`src/common/i2c_seq_pkg.sv`:
```
// constants, states and pin carrier for the two-wire master sequencer
// How it works
// RULE1: start-seen and stop-seen clear on reset and while the port is disabled.
// RULE2: software takes the bus only after a stop or when the bus is idle.
// RULE3: irq flag sets on start, stop, byte done, ack sent and repeated start; the code has no receive path, so no ack-sent source.
// RULE4: software selects master mode and sets the enable bit before requests.
// RULE5: no queued events; early buffer write is dropped and sets write collision.
// RULE6: baud counter loads reload bits 6:0, counts to zero, then stops.
// RULE7: baud counter decrements on the second and fourth quarter phases.
// RULE8: reload is automatic; during arbitration only after SCL is seen high.
// RULE9: counting starts on buffer write, stops after the ack, SCL kept.
// RULE10: start request with both lines high reloads and starts counting.
// RULE11: interval end with lines high pulls SDA low, sets start-seen, reloads.
// RULE12: second interval end clears start request, stops counter, SDA kept low.
// RULE13: lines low at start or SCL low before SDA low gives bus collision.
// RULE14: buffer writes during a start are dropped and set write collision.
// RULE15: low five control bits ignore writes until the start completes.
// RULE16: restart pulls SCL low, then loads bits 5:0 and releases SDA.
// RULE17: SDA high releases SCL; SCL high reloads, holds, then SDA low.
// RULE18: restart ends without reload, SDA low, start-seen early, irq at timeout.
// RULE19: restart request is ignored while another event runs.
// RULE20: SDA low at SCL rise or SCL low before SDA low gives collision.
// RULE21: during restart, buffer writes dropped, write collision, control locked.
// RULE22: first byte is address plus direction, then bytes each with an ack.
// RULE23: slave ack lands in control bit 6, irq at end of the ninth clock.
// RULE24: enabled two-wire mode drives lines only low, releasing them high.
// RULE25: one baud interval is the count from reload value down to zero.
package i2c_seq_pkg;
  // byte offsets on the register bus
  localparam logic [7:0] OFF_CTRL1 = 8'h00;
  localparam logic [7:0] OFF_CTRL2 = 8'h04;
  localparam logic [7:0] OFF_STATUS = 8'h08;
  localparam logic [7:0] OFF_BUFFER = 8'h0C;
  localparam logic [7:0] OFF_RELOAD = 8'h10;
  localparam logic [7:0] OFF_FLAGS = 8'h14;
  // first control register fields
  localparam int C1_ENABLE = 5;
  localparam logic [3:0] MODE_MASTER = 4'h8;
  localparam logic [3:0] MODE_TWO_WIRE_MIN = 4'h6;
  // second control register fields
  localparam int C2_START = 0;
  localparam int C2_RESTART = 1;
  localparam int C2_STOP = 2;
  localparam int C2_RECEIVE = 3;
  localparam int C2_ACK = 4;
  localparam int C2_ACKSTAT = 6;
  // status and flag fields
  localparam int ST_FULL = 0;
  localparam int ST_START_SEEN = 3;
  localparam int ST_STOP_SEEN = 4;
  localparam int FL_IRQ = 0;
  localparam int FL_WRITE_COLLISION_FLAG = 1;
  localparam int FL_BCOL = 2;
  localparam logic [7:0] RESET_BYTE = 8'h00;
  localparam logic [3:0] LAST_BIT = 4'h8;
  localparam logic [1:0] RESP_OKAY = 2'b00;
  localparam logic [1:0] RESP_SLVERR = 2'b10;

  typedef enum logic [3:0] {
    S_IDLE = 4'b0000,
    S_START_A = 4'b0001,
    S_START_B = 4'b0010,
    S_RS_PULL = 4'b0011,
    S_RS_SDAHI = 4'b0100,
    S_RS_REL = 4'b0101,
    S_RS_HOLD = 4'b0110,
    S_RS_SDALO = 4'b0111,
    S_TX_LOW = 4'b1000,
    S_TX_REL = 4'b1001,
    S_TX_HIGH = 4'b1010,
    S_SP_LOW = 4'b1011,
    S_SP_REL = 4'b1100,
    S_SP_HIGH = 4'b1101,
    S_SP_DONE = 4'b1110
  } seq_state_e;

  // open-drain drive of both lines; out is always low
  typedef struct packed {
    logic sclOut;
    logic sclOe;
    logic sdaOut;
    logic sdaOe;
  } line_drive_s;
endpackage : i2c_seq_pkg

```
`src/hdl/baud_tick_gen.sv`:
```
// baud tick generator: quarter-phase divider and reload down-counter
`timescale 1ns/100ps
module baud_tick_gen
  import i2c_seq_pkg::*;
#(
  parameter int CNT_W = 7
) (
  input wire logic clock,
  input wire logic sys_rst,
  input wire logic halt,
  input wire logic load,
  input wire logic [CNT_W-1:0] reloadVal,
  output logic expired
);
  logic [1:0] phase;
  logic [CNT_W-1:0] count;
  logic running;
  logic tick;

  // refused at elaboration; the counter is sized for a short reload field
  if (CNT_W < 1 || CNT_W > 16) begin : g_bad_width
    $error("baud_tick_gen: CNT_W out of range");
  end

  // phase 1 and 3 stand for the second and fourth quarter phases
  assign tick = phase[0]; // RULE7
  // one interval is reload+1 ticks, the count from the value down to zero inclusive
  assign expired = running && tick && (count == '0); // RULE25

  always_ff @(posedge clock) begin
    if (sys_rst) begin
      phase <= 2'h0;
    end else begin
      phase <= phase + 2'h1;
    end
  end

  // counter stops itself at zero until the next load
  always_ff @(posedge clock) begin
    if (sys_rst || halt) begin
      count <= '0;
      running <= 1'b0;
    end else if (load) begin
      count <= reloadVal; // RULE6
      running <= 1'b1;
    end else if (tick && running) begin
      if (count == '0) begin
        running <= 1'b0; // RULE6
      end else begin
        count <= count - 1'b1; // RULE7
      end
    end
  end
endmodule : baud_tick_gen

```
`src/hdl/i2c_master_sequencer.sv`:
```
// two-wire master sequencer with AXI4-Lite registers
//
// The AXI4-Lite interface to the registers and the address map were decided locally.
`timescale 1ns/100ps
module i2c_master_sequencer
  import i2c_seq_pkg::*;
#(
  parameter int RELOAD_W = 7
) (
  input wire logic clock,
  input wire logic sys_rst,
  input wire logic [7:0] awaddr,
  input wire logic awvalid,
  output logic awready,
  input wire logic [31:0] wdata,
  input wire logic [3:0] wstrb,
  input wire logic wvalid,
  output logic wready,
  output logic [1:0] bresp,
  output logic bvalid,
  input wire logic bready,
  input wire logic [7:0] araddr,
  input wire logic arvalid,
  output logic arready,
  output logic [31:0] rdata,
  output logic [1:0] rresp,
  output logic rvalid,
  input wire logic rready,
  input wire logic sclIn,
  input wire logic sdaIn,
  output line_drive_s lineDrive
);
  // the field slices below assume the seven-bit reload; refuse anything else
  if (RELOAD_W != 7) begin : g_bad_width
    $error("i2c_master_sequencer: reload width must be 7");
  end

  // user-visible state
  logic portEnable;
  logic [3:0] portMode;
  logic startReq;
  logic restartReq;
  logic stopReq;
  logic rcvReq;
  logic ackReq;
  logic ackStat;
  logic [7:0] transferBuffer;
  logic bufFull;
  logic [7:0] reloadValue;
  logic startSeen;
  logic stopSeen;
  logic irqFlag;
  logic wcolFlag;
  logic bcolFlag;
  // sequencer state
  seq_state_e state;
  logic sclLow;
  logic sdaLow;
  logic [7:0] shiftReg;
  logic [3:0] bitCnt;
  logic baudLoad;
  logic [RELOAD_W-1:0] baudVal;
  logic baudExpired;
  wire [1:0] syncB;
  logic sclS;
  logic sdaS;

  // two-wire mode decode is used for the line drivers only; the sequencer enable uses the master decode
  function automatic logic twoWire(input logic en, input logic [3:0] mode);
    twoWire = en && (mode >= MODE_TWO_WIRE_MIN);
  endfunction : twoWire

  // two flops per pin; only the second flop feeds any logic
  wire [1:0] pinLevel = {sdaIn, sclIn};
  genvar gi;
  generate
    for (gi = 0; gi < 2; gi++) begin : g_sync
      logic firstFf;
      logic secondFf;
      always_ff @(posedge clock) begin
        if (sys_rst) begin
          firstFf <= 1'b1;
          secondFf <= 1'b1;
        end else begin
          firstFf <= pinLevel[gi];
          secondFf <= firstFf;
        end
      end
      assign syncB[gi] = secondFf;
    end
  endgenerate
  assign sclS = syncB[0];
  assign sdaS = syncB[1];

  // master decode gates the counter as well as the sequencer
  wire masterOn = portEnable && (portMode == MODE_MASTER);

  // counter half; loads are registered so they land one cycle later
  baud_tick_gen #(
    .CNT_W(RELOAD_W)
  ) u_baud (
    .clock(clock),
    .sys_rst(sys_rst),
    .halt(!masterOn),
    .load(baudLoad),
    .reloadVal(baudVal),
    .expired(baudExpired)
  );

  // register bus decode
  wire wrFire = awvalid && wvalid && !bvalid;
  wire wrLow = wrFire && wstrb[0];
  wire wrCtrl1 = wrLow && (awaddr == OFF_CTRL1);
  wire wrCtrl2 = wrLow && (awaddr == OFF_CTRL2);
  wire wrBuffer = wrLow && (awaddr == OFF_BUFFER);
  wire wrReload = wrLow && (awaddr == OFF_RELOAD);
  wire wrFlags = wrLow && (awaddr == OFF_FLAGS);
  wire wrMapped = (awaddr == OFF_CTRL1) || (awaddr == OFF_CTRL2) ||
                  (awaddr == OFF_STATUS) || (awaddr == OFF_BUFFER) ||
                  (awaddr == OFF_RELOAD) || (awaddr == OFF_FLAGS);
  wire [7:0] wByte = wdata[7:0];
  wire idleNow = (state == S_IDLE);
  // no queueing: a pending start, restart or stop request counts as a running event
  wire seqBusy = !idleNow || startReq || restartReq || stopReq; // RULE5
  wire bufAccept = wrBuffer && !seqBusy && masterOn;
  wire bufRefused = wrBuffer && seqBusy; // RULE14 RULE21
  wire ctrl2Open = !seqBusy; // RULE15 RULE19 RULE21

  assign awready = wrFire;
  assign wready = wrFire;
  assign arready = !rvalid;

  // read data mux, narrow registers sit in the low byte
  wire [7:0] ctrl1Rd = {2'b00, portEnable, 1'b0, portMode};
  wire [7:0] ctrl2Rd = {1'b0, ackStat, 1'b0, ackReq, rcvReq, stopReq,
                        restartReq, startReq};
  wire [7:0] statRd = {3'b000, stopSeen, startSeen, 2'b00, bufFull};
  wire [7:0] flagRd = {5'b00000, bcolFlag, wcolFlag, irqFlag};
  wire rdMapped = (araddr == OFF_CTRL1) || (araddr == OFF_CTRL2) ||
                  (araddr == OFF_STATUS) || (araddr == OFF_BUFFER) ||
                  (araddr == OFF_RELOAD) || (araddr == OFF_FLAGS);
  wire [7:0] rdByte = (araddr == OFF_CTRL1) ? ctrl1Rd :
                      (araddr == OFF_CTRL2) ? ctrl2Rd :
                      (araddr == OFF_STATUS) ? statRd :
                      (araddr == OFF_BUFFER) ? transferBuffer :
                      (araddr == OFF_RELOAD) ? reloadValue :
                      (araddr == OFF_FLAGS) ? flagRd : RESET_BYTE;

  // only release-to-float or pull-low; out stays zero
  assign lineDrive.sclOut = 1'b0;
  assign lineDrive.sdaOut = 1'b0;
  assign lineDrive.sclOe = twoWire(portEnable, portMode) && sclLow; // RULE24
  assign lineDrive.sdaOe = twoWire(portEnable, portMode) && sdaLow; // RULE24

  // write response: one cycle after both channels are taken
  always_ff @(posedge clock) begin
    if (sys_rst) begin
      bvalid <= 1'b0;
      bresp <= RESP_OKAY;
    end else if (wrFire) begin
      bvalid <= 1'b1;
      bresp <= wrMapped ? RESP_OKAY : RESP_SLVERR;
    end else if (bready) begin
      bvalid <= 1'b0;
    end
  end

  // read channel: data registered on the address handshake
  always_ff @(posedge clock) begin
    if (sys_rst) begin
      rvalid <= 1'b0;
      rdata <= 32'h0000_0000;
      rresp <= RESP_OKAY;
    end else if (arvalid && !rvalid) begin
      rvalid <= 1'b1;
      rdata <= {24'h00_0000, rdByte};
      rresp <= rdMapped ? RESP_OKAY : RESP_SLVERR;
    end else if (rready) begin
      rvalid <= 1'b0;
    end
  end

  // configuration written by software, never touched by the sequencer
  always_ff @(posedge clock) begin
    if (sys_rst) begin
      portEnable <= 1'b0;
      portMode <= 4'h0;
      reloadValue <= RESET_BYTE;
    end else begin
      if (wrCtrl1) begin
        portEnable <= wByte[C1_ENABLE]; // RULE4
        portMode <= wByte[3:0]; // RULE4
      end
      if (wrReload) begin
        reloadValue <= wByte;
      end
    end
  end

  // sticky flags: write one clears, a hardware set in the same cycle wins
  wire irqSet = masterOn && baudExpired &&
                ((state == S_START_B) || (state == S_RS_SDALO) ||
                 (state == S_SP_DONE) ||
                 ((state == S_TX_HIGH) && (bitCnt == LAST_BIT))); // RULE3
  wire bcolStart = masterOn && (((state == S_IDLE) && startReq &&
                   !sclS && !sdaS) ||
                   ((state == S_START_A) && !sclS)); // RULE13
  wire bcolRestart = masterOn && (((state == S_RS_REL) && sclS && !sdaS) ||
                     ((state == S_RS_HOLD) && !sclS)); // RULE20
  always_ff @(posedge clock) begin
    if (sys_rst) begin
      irqFlag <= 1'b0;
      wcolFlag <= 1'b0;
      bcolFlag <= 1'b0;
    end else begin
      if (wrFlags && wByte[FL_IRQ]) begin
        irqFlag <= 1'b0;
      end
      if (wrFlags && wByte[FL_WRITE_COLLISION_FLAG]) begin
        wcolFlag <= 1'b0;
      end
      if (wrFlags && wByte[FL_BCOL]) begin
        bcolFlag <= 1'b0;
      end
      if (irqSet) begin
        irqFlag <= 1'b1; // RULE3
      end
      if (bufRefused) begin
        wcolFlag <= 1'b1; // RULE5 RULE14 RULE21
      end
      if (bcolStart || bcolRestart) begin
        bcolFlag <= 1'b1; // RULE13 RULE20
      end
    end
  end

  // sequencer: start, repeated start, byte transmit and stop
  always_ff @(posedge clock) begin
    baudLoad <= 1'b0;
    if (sys_rst) begin
      state <= S_IDLE;
      sclLow <= 1'b0;
      sdaLow <= 1'b0;
      startReq <= 1'b0;
      restartReq <= 1'b0;
      stopReq <= 1'b0;
      rcvReq <= 1'b0;
      ackReq <= 1'b0;
      ackStat <= 1'b0;
      transferBuffer <= RESET_BYTE;
      bufFull <= 1'b0;
      startSeen <= 1'b0; // RULE1
      stopSeen <= 1'b0; // RULE1
      shiftReg <= RESET_BYTE;
      bitCnt <= 4'h0;
      baudVal <= '0;
    end else begin
      if (wrCtrl2 && ctrl2Open) begin
        startReq <= wByte[C2_START];
        restartReq <= wByte[C2_RESTART]; // RULE19
        stopReq <= wByte[C2_STOP];
        rcvReq <= wByte[C2_RECEIVE];
        ackReq <= wByte[C2_ACK];
      end
      if (bufAccept) begin
        transferBuffer <= wByte;
      end
      if (!masterOn) begin
        // disabled port: release both lines and forget bus history
        state <= S_IDLE;
        sclLow <= 1'b0;
        sdaLow <= 1'b0;
        startSeen <= 1'b0; // RULE1
        stopSeen <= 1'b0; // RULE1
      end else begin
        case (state)
          S_IDLE: begin
            if (startReq) begin
              if (sclS && sdaS) begin
                baudVal <= reloadValue[6:0]; // RULE10
                baudLoad <= 1'b1;
                state <= S_START_A;
              end else if (!sclS && !sdaS) begin
                startReq <= 1'b0; // RULE13
              end
            end else if (restartReq) begin
              sclLow <= 1'b1; // RULE16
              state <= S_RS_PULL;
            end else if (stopReq) begin
              sclLow <= 1'b1;
              sdaLow <= 1'b1;
              state <= S_SP_LOW;
            end else if (bufAccept) begin
              // address byte first, then data; each ends with an ack slot
              shiftReg <= wByte; // RULE22
              bufFull <= 1'b1;
              bitCnt <= 4'h0;
              sclLow <= 1'b1;
              sdaLow <= !wByte[7];
              baudVal <= reloadValue[6:0]; // RULE9
              baudLoad <= 1'b1;
              state <= S_TX_LOW;
            end
          end
          S_START_A: begin
            if (!sclS) begin
              startReq <= 1'b0; // RULE13
              state <= S_IDLE;
            end else if (baudExpired) begin
              if (sdaS) begin
                sdaLow <= 1'b1; // RULE11
                startSeen <= 1'b1; // RULE11
                stopSeen <= 1'b0;
                baudVal <= reloadValue[6:0]; // RULE11
                baudLoad <= 1'b1;
                state <= S_START_B;
              end else begin
                startReq <= 1'b0;
                state <= S_IDLE;
              end
            end
          end
          S_START_B: begin
            if (baudExpired) begin
              startReq <= 1'b0; // RULE12
              state <= S_IDLE; // RULE12
            end
          end
          S_RS_PULL: begin
            if (!sclS) begin
              sdaLow <= 1'b0; // RULE16
              baudVal <= {1'b0, reloadValue[5:0]}; // RULE16
              baudLoad <= 1'b1;
              state <= S_RS_SDAHI;
            end
          end
          S_RS_SDAHI: begin
            if (baudExpired && sdaS) begin
              sclLow <= 1'b0; // RULE17
              state <= S_RS_REL;
            end
          end
          S_RS_REL: begin
            if (sclS) begin
              if (!sdaS) begin
                restartReq <= 1'b0; // RULE20
                state <= S_IDLE;
              end else begin
                baudVal <= reloadValue[6:0]; // RULE8 RULE17
                baudLoad <= 1'b1;
                state <= S_RS_HOLD;
              end
            end
          end
          S_RS_HOLD: begin
            if (!sclS) begin
              restartReq <= 1'b0; // RULE20
              state <= S_IDLE;
            end else if (baudExpired) begin
              sdaLow <= 1'b1; // RULE17
              startSeen <= 1'b1; // RULE18
              stopSeen <= 1'b0;
              baudVal <= reloadValue[6:0];
              baudLoad <= 1'b1;
              state <= S_RS_SDALO;
            end
          end
          S_RS_SDALO: begin
            if (baudExpired) begin
              restartReq <= 1'b0; // RULE18
              state <= S_IDLE; // RULE18
            end
          end
          S_TX_LOW: begin
            if (baudExpired) begin
              sclLow <= 1'b0;
              state <= S_TX_REL;
            end
          end
          S_TX_REL: begin
            // a slave stretching SCL holds the count off here
            if (sclS) begin
              baudVal <= reloadValue[6:0]; // RULE8
              baudLoad <= 1'b1;
              state <= S_TX_HIGH;
            end
          end
          S_TX_HIGH: begin
            if (baudExpired) begin
              sclLow <= 1'b1;
              if (bitCnt == LAST_BIT) begin
                ackStat <= sdaS; // RULE23
                sdaLow <= 1'b0;
                state <= S_IDLE; // RULE9
              end else begin
                bitCnt <= bitCnt + 4'h1;
                shiftReg <= {shiftReg[6:0], 1'b0};
                sdaLow <= (bitCnt == 4'h7) ? 1'b0 : !shiftReg[6];
                if (bitCnt == 4'h7) begin
                  bufFull <= 1'b0;
                end
                baudVal <= reloadValue[6:0];
                baudLoad <= 1'b1;
                state <= S_TX_LOW;
              end
            end
          end
          S_SP_LOW: begin
            if (!sdaS) begin
              baudVal <= reloadValue[6:0];
              baudLoad <= 1'b1;
              state <= S_SP_REL;
            end
          end
          S_SP_REL: begin
            if (baudExpired) begin
              sclLow <= 1'b0;
              state <= S_SP_HIGH;
            end
          end
          S_SP_HIGH: begin
            if (sclS && !baudLoad) begin
              baudVal <= reloadValue[6:0]; // RULE8
              baudLoad <= 1'b1;
              sdaLow <= 1'b0;
              state <= S_SP_DONE;
            end
          end
          S_SP_DONE: begin
            if (sdaS && sclS && !stopSeen) begin
              stopSeen <= 1'b1;
              startSeen <= 1'b0;
            end
            if (baudExpired) begin
              stopReq <= 1'b0;
              state <= S_IDLE;
            end
          end
          default: begin
            state <= S_IDLE;
          end
        endcase
      end
    end
  end
endmodule : i2c_master_sequencer

```
`config.mk`:
```
export PLATFORM = sky130hd
export DESIGN_NAME = i2c_master_sequencer
export DESIGN_NICKNAME = d
export VERILOG_FILES = /design/src/common/i2c_seq_pkg.sv /design/src/hdl/baud_tick_gen.sv /design/src/hdl/i2c_master_sequencer.sv
export SDC_FILE = /design/constraint.sdc
export NUM_CORES = 1
export LEC_CHECK = 0
export BUFFER_PORTS_ARGS = -buffer_cell sky130_fd_sc_hd__buf_2
export CAP_MARGIN = 40
export CORE_MARGIN = 2
export CORE_UTILIZATION = 45
export DETAILED_ROUTE_END_ITERATION = 8
export PLACE_DENSITY_LB_ADDON = 0.05
export SYNTH_ARGS = -nofsm -noshare
export SYNTH_HDL_FRONTEND = slang
export SYNTH_SLANG_ARGS = --single-unit
```
`constraint.sdc`:
```
create_clock -name clock -period 2.6 [get_ports clock]
set_input_delay 0.26 -clock clock [delete_from_list [all_inputs] [get_ports clock]]
set_output_delay 0.26 -clock clock [all_outputs]
set_load 0.005 [all_outputs]
```
==> impl_metrics.ini, run 1 <==
[run]
cap_violations = 0

[placement]
placed_area_sq_mm = 0.005121
hpwl_um = 9485
gp_congestion = 0.9078
placed_cells = 766
io_buffers = 50

[synthesis]
synth_cell_types = 68
synth_area_sq_mm = 0.004747
ys_ff_latch = 83
synth_seq_area_share_pct = 35.00
synthCells = 590
yosysWarnings = 0
synth_top_area_share_pct = 35.00
yosys-top-cells-area = dfxtp_1, mux2i_1, nor2_1
synthFlopType = dfxtp_1
synth_top_cell_by_area = dfxtp_1
syn_area_per_cell_sq_um = 8.046
synth_edf_count = 0
synth-async-reset-ratio_pct = 0

[status]
status = completed

[sta]
slew_headroom_pct = 50.59
hold_viol_final = 0
fin_tns_setup_ns = 0
slew_viol_final = 0
rsz0062_at_grt = false
post-route-period-util_pct = 94.83
whs_ns = 0.08070
finalCriticalPeriod_ns = 2.465
tightest_slew_ns = 0.7412
fin_skew_ns = 0.009609
max_freq_ghz = 0.4056
setup_viol = 0

[global_route]
grt_pass1_wl_um = 21090
grt_usage_pct = 23.48
antenna_found_initial = 0
grt_max_degree = 69
grt_pass1_vias = 4054
grt-ovfl-total = 0

[routing]
num_vias = 4369
drtIter0Drc = 206
vias_per_cell = 5.580
totalWireLength_um = 12970
firstDrtPassIters = 5
final_antenna_net_count = 0
post_drt_wl_per_cell_um = 16.57
drc = 0

[worst_setup_path]
crit_fanout = 14
worstPathArrival_ns = 2.73
startpoint_type = flip-flop
crit_type = reg -> reg
cp_data_required_time_ns = 2.87
r2r_setup_slack_ns = 0.13
worstSetupEndpointType = flip-flop

[die]
initial_utilization_pct = 46.19
core_sq_mm = 0.01028
dieArea_sq_mm = 0.01139
ios = 106
fp.dieH_um = 106.7
fp.dieW_um = 106.7
rows = 37

[cts]
cts_root_buffer = clkbuf_8
clk_latency_ns = 0.36
cts_tree = built
cts_made_buffers = 9
htreeDepth = 3
cts_buffer_depth = 2
clk_pin_slew_ns = 0.08
ctsHoldBuffers = 0
clkSinkCount = 83

[layout]
fin_util_pct = 52.25
area_delta_synth_final_pct = 13.13
fin_cells = 783
diodes = 0
fill_cells = 1037
drive_above_1_share_pct = 18.39
final_common_cell = dfxtp_1
final_nets = 707
final_area_sq_mm = 0.005370
final_cell_mix = dfxtp_1, nor2_1, buf_2

[pwr]
ir_worst_vdd_mv = 0.2602
p_per_area_mw_per_mm2 = 460.2
leakage_uw = 0.002062

[hold_path]
hold_path_class = in -> reg
state kept, by name, summed over array words and instances (netlist names), 4 cells and up:
signal / flops
rdata: 8
reloadValue: 8
transferBuffer: 8
baudVal: 7
shiftReg: 7
u_baud.count: 7
bitCnt: 4
portMode: 4
state: 4
critical path: stages (launching register included):
cell and delay, ns:
dfxtp_1 0.35, or4_4 0.60, or3_4 0.39, a221oi_4 0.30, a21boi_4 0.30, buf_8 0.18
nor2_1 0.05, a211oi_1 0.20
cell type report:
| cell class | instances | area, sq um | share of cell area (%) |
|---|---|---|---|
| multi-input cells | 454 | 2791 | 51.98 |
| flip-flops and latches | 83 | 1662 | 30.94 |
| repair buffers | 78 | 467.9 | 8.714 |
| well taps | 136 | 170.2 | 3.169 |
| clock buffers | 12 | 145.1 | 2.703 |
| clock inverters | 4 | 73.82 | 1.375 |
| inverters | 16 | 60.06 | 1.118 |
repair_timing:
action / CTS / global route
setup buffers: 0 / 1
endpoints found under the hold margin: 0 / 0
gates resized for setup: 0 / 5
endpoints found under the setup margin: 0 / 16
stage by stage:
stage	power, uW	worst slack [ns]
6_report	2471	0.1345
4_1_cts	2490	0.08376
3_5_place_dp	1459	0.1175
5_1_grt	2563	0.002814
3_3_place_gp	1456	0.1154
2_1_floorplan	1420	0.3059
path summary, 6_finish.rpt:
path	from	end	depth (start not counted)
max	state[0]	shiftReg[3]	7
min	rready	rvalid	2
max reg2reg	state[0]	shiftReg[3]	7
min reg2reg	g_sync[1].firstFf	g_sync[1].secondFf	1
synth_stat cells, types with 4 or more instances:
cell and instances:
dfxtp_1 83, nor2_1 78, nand2_1 46, a21oi_1 44, clkbuf_1 31, mux2i_1 31, buf_4 29, nor3_1 23
o21ai_0 21, inv_1 16, nand3_1 16, a211oi_1 11, nand2b_1 10, nor2b_1 9, nor4_1 8, o22ai_1 8
or2_2 8, xnor2_1 8, a22oi_1 6, a31oi_1 6, o211ai_1 6, and2_1 5, and3_1 5, or3_1 5
a2111oi_0 4, ha_1 4, o32ai_1 4
logic make-up (layout without fill, tap and decap cells):
| logic type | after synthesis | in the layout | share of synthesized area, % |
|---|---|---|---|
| and+or+nand+nor | 235 | 235 | 24.80 |
| AOI/OAI and AO/OA | 142 | 142 | 20.48 |
| DFF | 83 | 83 | 35.00 |
| buffers and inverters | 80 | 110 | 8.777 |
| muxes | 35 | 35 | 7.960 |
| xor gates and xnor gates | 10 | 10 | 1.845 |
| adders and majority gates | 4 | 4 | 1.054 |
| other | 1 | 28 | 0.07900 |
per-layer routing:
metal	wire, um	vias to the layer above	share of wire, %	GRT usage, %
met4	101	0	0.78	6.865
met1	5935	2040	46	32.29
li1	-	2164	-	-
met2	6159	157	47	38.31
met3	775	8	6.0	3.404
met5	0	-	0	0
power breakdown:
part | total, uW | internal [uW] | leakage (uW) | switching, uW
Clock | 1040 | 569 | 0.000111 | 472
Sequential | 1290 | 1280 | 0.000671 | 7.67
Combinational | 143 | 49.3 | 0.00128 | 93.7
Note: power is estimated with default switching activity, not from simulation.
==> run 2, diff against run 1 <==
--- a/config.mk
+++ b/config.mk
@@ -5,11 +5,11 @@
 export SDC_FILE = /design/constraint.sdc
 export NUM_CORES = 1
 export LEC_CHECK = 0
-export BUFFER_PORTS_ARGS = -buffer_cell sky130_fd_sc_hd__buf_2
 export CAP_MARGIN = 40
 export CORE_MARGIN = 2
 export CORE_UTILIZATION = 45
 export DETAILED_ROUTE_END_ITERATION = 8
+export DONT_BUFFER_PORTS = 1
 export PLACE_DENSITY_LB_ADDON = 0.05
 export SYNTH_ARGS = -nofsm -noshare
 export SYNTH_HDL_FRONTEND = slang
==> run 2 against run 1 <==
  * Power fell by 5.0%
  * Global-route usage is 0.42 points higher
  * Cell area down 3.3%
  * Register-to-register slack improved by 0.04 ns
  * Fmax up 1.8%
  * Die area is the same
  * Highest routed layer unchanged
  * First-iteration DRC count up 2.9%
  * Flip-flop and latch count unchanged
  * Critical path depth stayed put
  * Sequential power barely moved
==> impl_metrics.ini, run 2 (synthesis results as in run 1) <==
[cts]
cts_made_buffers = 9
clkSinkCount = 83
cts_tree = built
cts_buffer_depth = 2
clk_pin_slew_ns = 0.10
clk_latency_ns = 0.37
cts_root_buffer = clkbuf_8
cts_setup_buffers = 0
htreeDepth = 3

[layout]
final_cell_mix = dfxtp_1, nor2_1, nand2_1
reg_top3 = rdata: 8 flops, reloadValue: 8 flops, transferBuffer: 8 flops
fin_cells = 741
area_delta_synth_final_pct = 9.436
final_nets = 665
multi_input_area_sq_mm = 0.002791
drive_above_1_share_pct = 12.40
seqCellArea_sq_mm = 0.001662
diodes = 0
fill_cells = 1029
final_common_cell = dfxtp_1

[die]
rows = 37
ios = 106
fp.dieW_um = 106.7
initial_utilization_pct = 46.19
fp.dieH_um = 106.7
core_sq_mm = 0.01028
dieArea_sq_mm = 0.01139

[sta]
finalCriticalPeriod_ns = 2.423
max_freq_ghz = 0.4128
hold_viol_final = 0
fin_skew_ns = 0.01333
slew_headroom_pct = 51.85
rsz0062_at_grt = false
setup_viol = 0
tightest_slew_ns = 0.7122
fin_tns_setup_ns = 0
slew_viol_final = 0
post-route-period-util_pct = 93.18

[global_route]
grt_pass1_wl_um = 21370
met2_usage_pct = 39.44
antenna_found_initial = 0
grt_max_degree = 66
grt_pass1_vias = 4178
grt_usage_pct = 23.90
global_route.usage.met1_pct = 31.92
grt_util_met3_pct = 3.951
busiest_layer = met2
grt-ovfl-total = 0

[worst_setup_path]
startpoint = state[2]
r2r_cells = 7
cp_data_required_time_ns = 2.88
startpoint_type = flip-flop
timing.rr.start = state[2]
r2r_end = shiftReg[2]
worstSetupEndpointType = flip-flop
crit_fanout = 13
crit_end = shiftReg[2]
worstPathArrival_ns = 2.70
crit_chain = or4_4, or3_4, a221oi_4, a21boi_4, buf_12, nor2_1, a211oi_1
r2r_setup_slack_ns = 0.18
crit_type = reg -> reg
critical_path.slowest_cell = or4_4
slowest_delay_ns = 0.52

[routing]
final_antenna_net_count = 0
vias_per_cell = 5.792
totalWireLength_um = 13200
drtIter0Drc = 212
firstDrtPassIters = 4
drc = 0
num_vias = 4292
post_drt_wl_per_cell_um = 17.82

[placement]
hpwl_um = 9489
gp_congestion = 0.9047
io_buffers = 0
placed_cells = 721

[pwr]
leakage_uw = 0.001879
ir_worst_vdd_mv = 0.3460
p_per_area_mw_per_mm2 = 452.1

[hold_path]
hold_path_class = in -> reg

[run]
cap_violations = 0

[status]
status = completed
[run 2: cell count changes in the layout (fill, tap and decap cells not counted), moves of 2 or more]
| cell | before | now |
|---|---|---|
| buf_2 | 50 | 0 |
| buf_4 | 27 | 31 |
| clkinvlp_4 | 0 | 2 |
| dlygate4sd3_1 | 0 | 3 |
[run 2: critical path, delay by kind of cell (launching register included)]
family	cells	cell delay, ns
simple gates	3	0.95
flops	1	0.37
compound gates	3	0.83
buf+inv	1	0.17
[run 2: layer usage]
layer | part of all wire, % | routed length, um | vias to the layer above
li1 | - | - | 2080
met2 | 47 | 6229 | 138
met1 | 46 | 6037 | 2059
met4 | 1.4 | 182 | 0
met5 | 0 | 0 | -
met3 | 5.7 | 754 | 15
[run 2: worst min path at each step]
stage	startpoint	to	slack (ns)	cells past startpoint
2_1_floorplan	rready	rvalid	0.36	1
3_3_place_gp	sys_rst	shiftReg[6]	0.33	1
3_5_place_dp	sys_rst	shiftReg[6]	0.33	1
4_1_cts	wdata[4]	transferBuffer[4]	0.01	2
5_1_grt	wdata[3]	transferBuffer[3]	0.01	2
6_report	wdata[1]	transferBuffer[1]	0.03	2
[run 2: per-stage QoR]
step	util, %	area [sq um]	power (uW)	hold WS (ns)	worst slack [ns]
final	50.55	5195	2349	0.03000	0.1774
after CTS	50.40	5180	2380	0.01303	0.1414
after floorplan	-	4848	1420	0.3590	0.3059
after global routing	50.55	5195	2447	0.01435	0.01480
after global placement	47.88	4921	1383	0.3304	0.2312
after detailed placement	47.88	4921	1385	0.3318	0.1691
[run 2: where the power goes]
part           internal (uW)  leakage (uW)  switching (uW)
clock                    456     0.0000950             512
combinational           32.7       0.00111            58.6
sequential              1280      0.000671            9.16
[run 2: what timing repair did]
action	4_1_cts	5_1_grt
endpoints found under the hold margin	65	0
gates resized for setup	0	3
setup endpoints to repair	0	3
hold buffers	4	0
[run 2: area by class of cell]
class	instances	area share, %
timing repair buffer	36	5.973
clock inverter	6	1.421
sequential	83	31.98
multi-input combinational	454	53.73
inverter	16	1.156
tap	136	3.276
clock buffer	10	2.457
==> run 3, diff against run 2 <==
--- a/config.mk
+++ b/config.mk
@@ -11,6 +11,7 @@
 export DETAILED_ROUTE_END_ITERATION = 8
 export DONT_BUFFER_PORTS = 1
 export PLACE_DENSITY_LB_ADDON = 0.05
+export SETUP_SLACK_MARGIN = 0.4
 export SYNTH_ARGS = -nofsm -noshare
 export SYNTH_HDL_FRONTEND = slang
 export SYNTH_SLANG_ARGS = --single-unit
==> run 3 against run 2 <==
  * The run now ends with hold timing left
  * First-iteration DRC count grew 44%
  * Highest routed layer unchanged
  * Sequential power hardly changed
  * Fmax rose by 3.9%
  * Flip-flop and latch count stayed put
==> impl_metrics.ini, run 3 (synthesis results as in run 1) <==
[placement]
hpwl_um = 9141
placed_cells = 712
io_buffers = 0
gp_congestion = 0.9561

[sta]
fin_skew_ns = 0.01086
slew_headroom_pct = 45.65
post-route-period-util_pct = 89.70
finalCriticalPeriod_ns = 2.332
slew_viol_final = 0
setup_viol = 0
fin_tns_setup_ns = 0
whs_ns = -0.03048
max_freq_ghz = 0.4288
hold_viol_final = 13
tightest_slew_ns = 0.8152
rsz0062_at_grt = true

[routing]
drtIter0Drc = 306
firstDrtPassIters = 5
vias_per_cell = 5.775
drc = 0
num_vias = 4435
totalWireLength_um = 13570
post_drt_wl_per_cell_um = 17.66
final_antenna_net_count = 0

[cts]
clk_pin_slew_ns = 0.09
cts_buffer_depth = 2
cts_root_buffer = clkbuf_8
htreeDepth = 3
clkSinkCount = 83
cts_tree = built
ctsHoldBuffers = 26
clk_latency_ns = 0.37
cts_made_buffers = 9

[pwr]
pwr-share-clk_pct = 38.5
ir_worst_vdd_mv = 0.2733
leakage_uw = 0.002084
p_total_uw = 2231
seqPwrFrac_pct = 57.9
p_int_uw = 1669
comb_power_share_pct = 3.6
power_switching_uw = 562.8
switching_share_pct = 25.22
p_per_area_mw_per_mm2 = 392.5

[worst_setup_path]
crit_type = reg -> reg
r2r_cells = 8
crit_fanout = 5
startpoint_type = flip-flop
worstSetupEndpointType = flip-flop
cp_data_required_time_ns = 2.89
crit_chain = or4_4, or3_4, a221oi_4, a21boi_4, buf_6, buf_16, nor2_4, a211oi_2
critical_path.slowest_cell = or4_4
slowest_delay_ns = 0.55
worstPathArrival_ns = 2.62

[hold_path]
hold_path_depth = 1
hold_path_class = in -> reg

[global_route]
antenna_found_initial = 0
grt_pass1_vias = 4272
grt_pass1_wl_um = 21650
grt_max_degree = 70
grt_usage_pct = 24.07
grt-ovfl-total = 0

[die]
core_sq_mm = 0.01028
fp.dieW_um = 106.7
fp.dieH_um = 106.7
ios = 106
initial_utilization_pct = 46.19
rows = 37
dieArea_sq_mm = 0.01139

[layout]
final_cell_mix = dfxtp_1, nor2_1, nand2_1
fin_cells = 768
final_common_cell = dfxtp_1
reg_top3 = rdata: 8 flops, reloadValue: 8 flops, transferBuffer: 8 flops
drive_above_1_share_pct = 18.35
final_nets = 692
area_delta_synth_final_pct = 19.77
diodes = 0

[run]
cap_violations = 0

[status]
status = finished with violations
violations = hold timing
## run 3: power groups by stage
stage | combinational, uW | clock, uW | sequential (uW)
detailed placement | 61.9 | 0 | 1320
global route | 92.0 | 931 | 1290
CTS | 77.8 | 876 | 1290
floorplan | 105 | 0 | 1320
finish | 80.8 | 859 | 1290
global placement | 60.5 | 0 | 1320
## run 3: routing by layer
metal / wire length, um / global-route usage, % / vias to the layer above / part of all wire [%]
li1: - / - / 2144 / -
met1: 5986 / 31.76 / 2087 / 44
met2: 6338 / 38.17 / 169 / 47
met3: 868 / 4.498 / 35 / 6.4
met4: 372 / 11.04 / 0 / 2.7
met5: 0 / 0 / - / 0
## run 3: worst paths after layout
| check | from | end | slack, ns |
|---|---|---|---|
| max | state[1] | shiftReg[5] | 0.27 |
| min | sys_rst | bitCnt[0] | -0.03 |
| max reg2reg | state[1] | shiftReg[5] | 0.27 |
| min reg2reg | transferBuffer[1] | transferBuffer[1] | 0.45 |
## run 3: final cells by class
cell class | count | area [sq um]
multi-input combinational | 454 | 2988
clock buffer | 9 | 123.9
clock inverter | 7 | 52.55
inverter | 16 | 60.06
timing repair buffer | 63 | 620.6
sequential | 83 | 1670
fill | 1004 | 4592
tap | 136 | 170.2
## run 3: critical path, delay by kind of cell, from the launching register on
kind / cells / cell delay, ns
AND/OR/NAND/NOR: 3 / 0.96
AO/OA/AOI/OAI: 3 / 0.70
flip-flops: 1 / 0.34
buffers and inverters: 2 / 0.26
## run 3: stage by stage
stage | hold slack (ns) | utilization, % | worst slack (ns) | cell area (sq um)
after floorplan | 0.3590 | - | 0.3461 | 4883
after global placement | 0.3358 | 47.57 | 0.08621 | 4888
after detailed placement | 0.3375 | 47.57 | 0.05863 | 4888
after CTS | -0.05899 | 53.27 | 0.2497 | 5475
after global routing | -0.05345 | 55.32 | 0.1698 | 5685
final | -0.03048 | 55.32 | 0.2677 | 5685
## run 3: what timing repair did
item / 4_1_cts / 5_1_grt
hold endpoints to repair: 65 / 40
gates resized for setup: 14 / 43
setup buffers: 9 / 4
endpoints found under the setup margin: 23 / 36
pin swaps: 6 / 14
cloned: 1 / 0
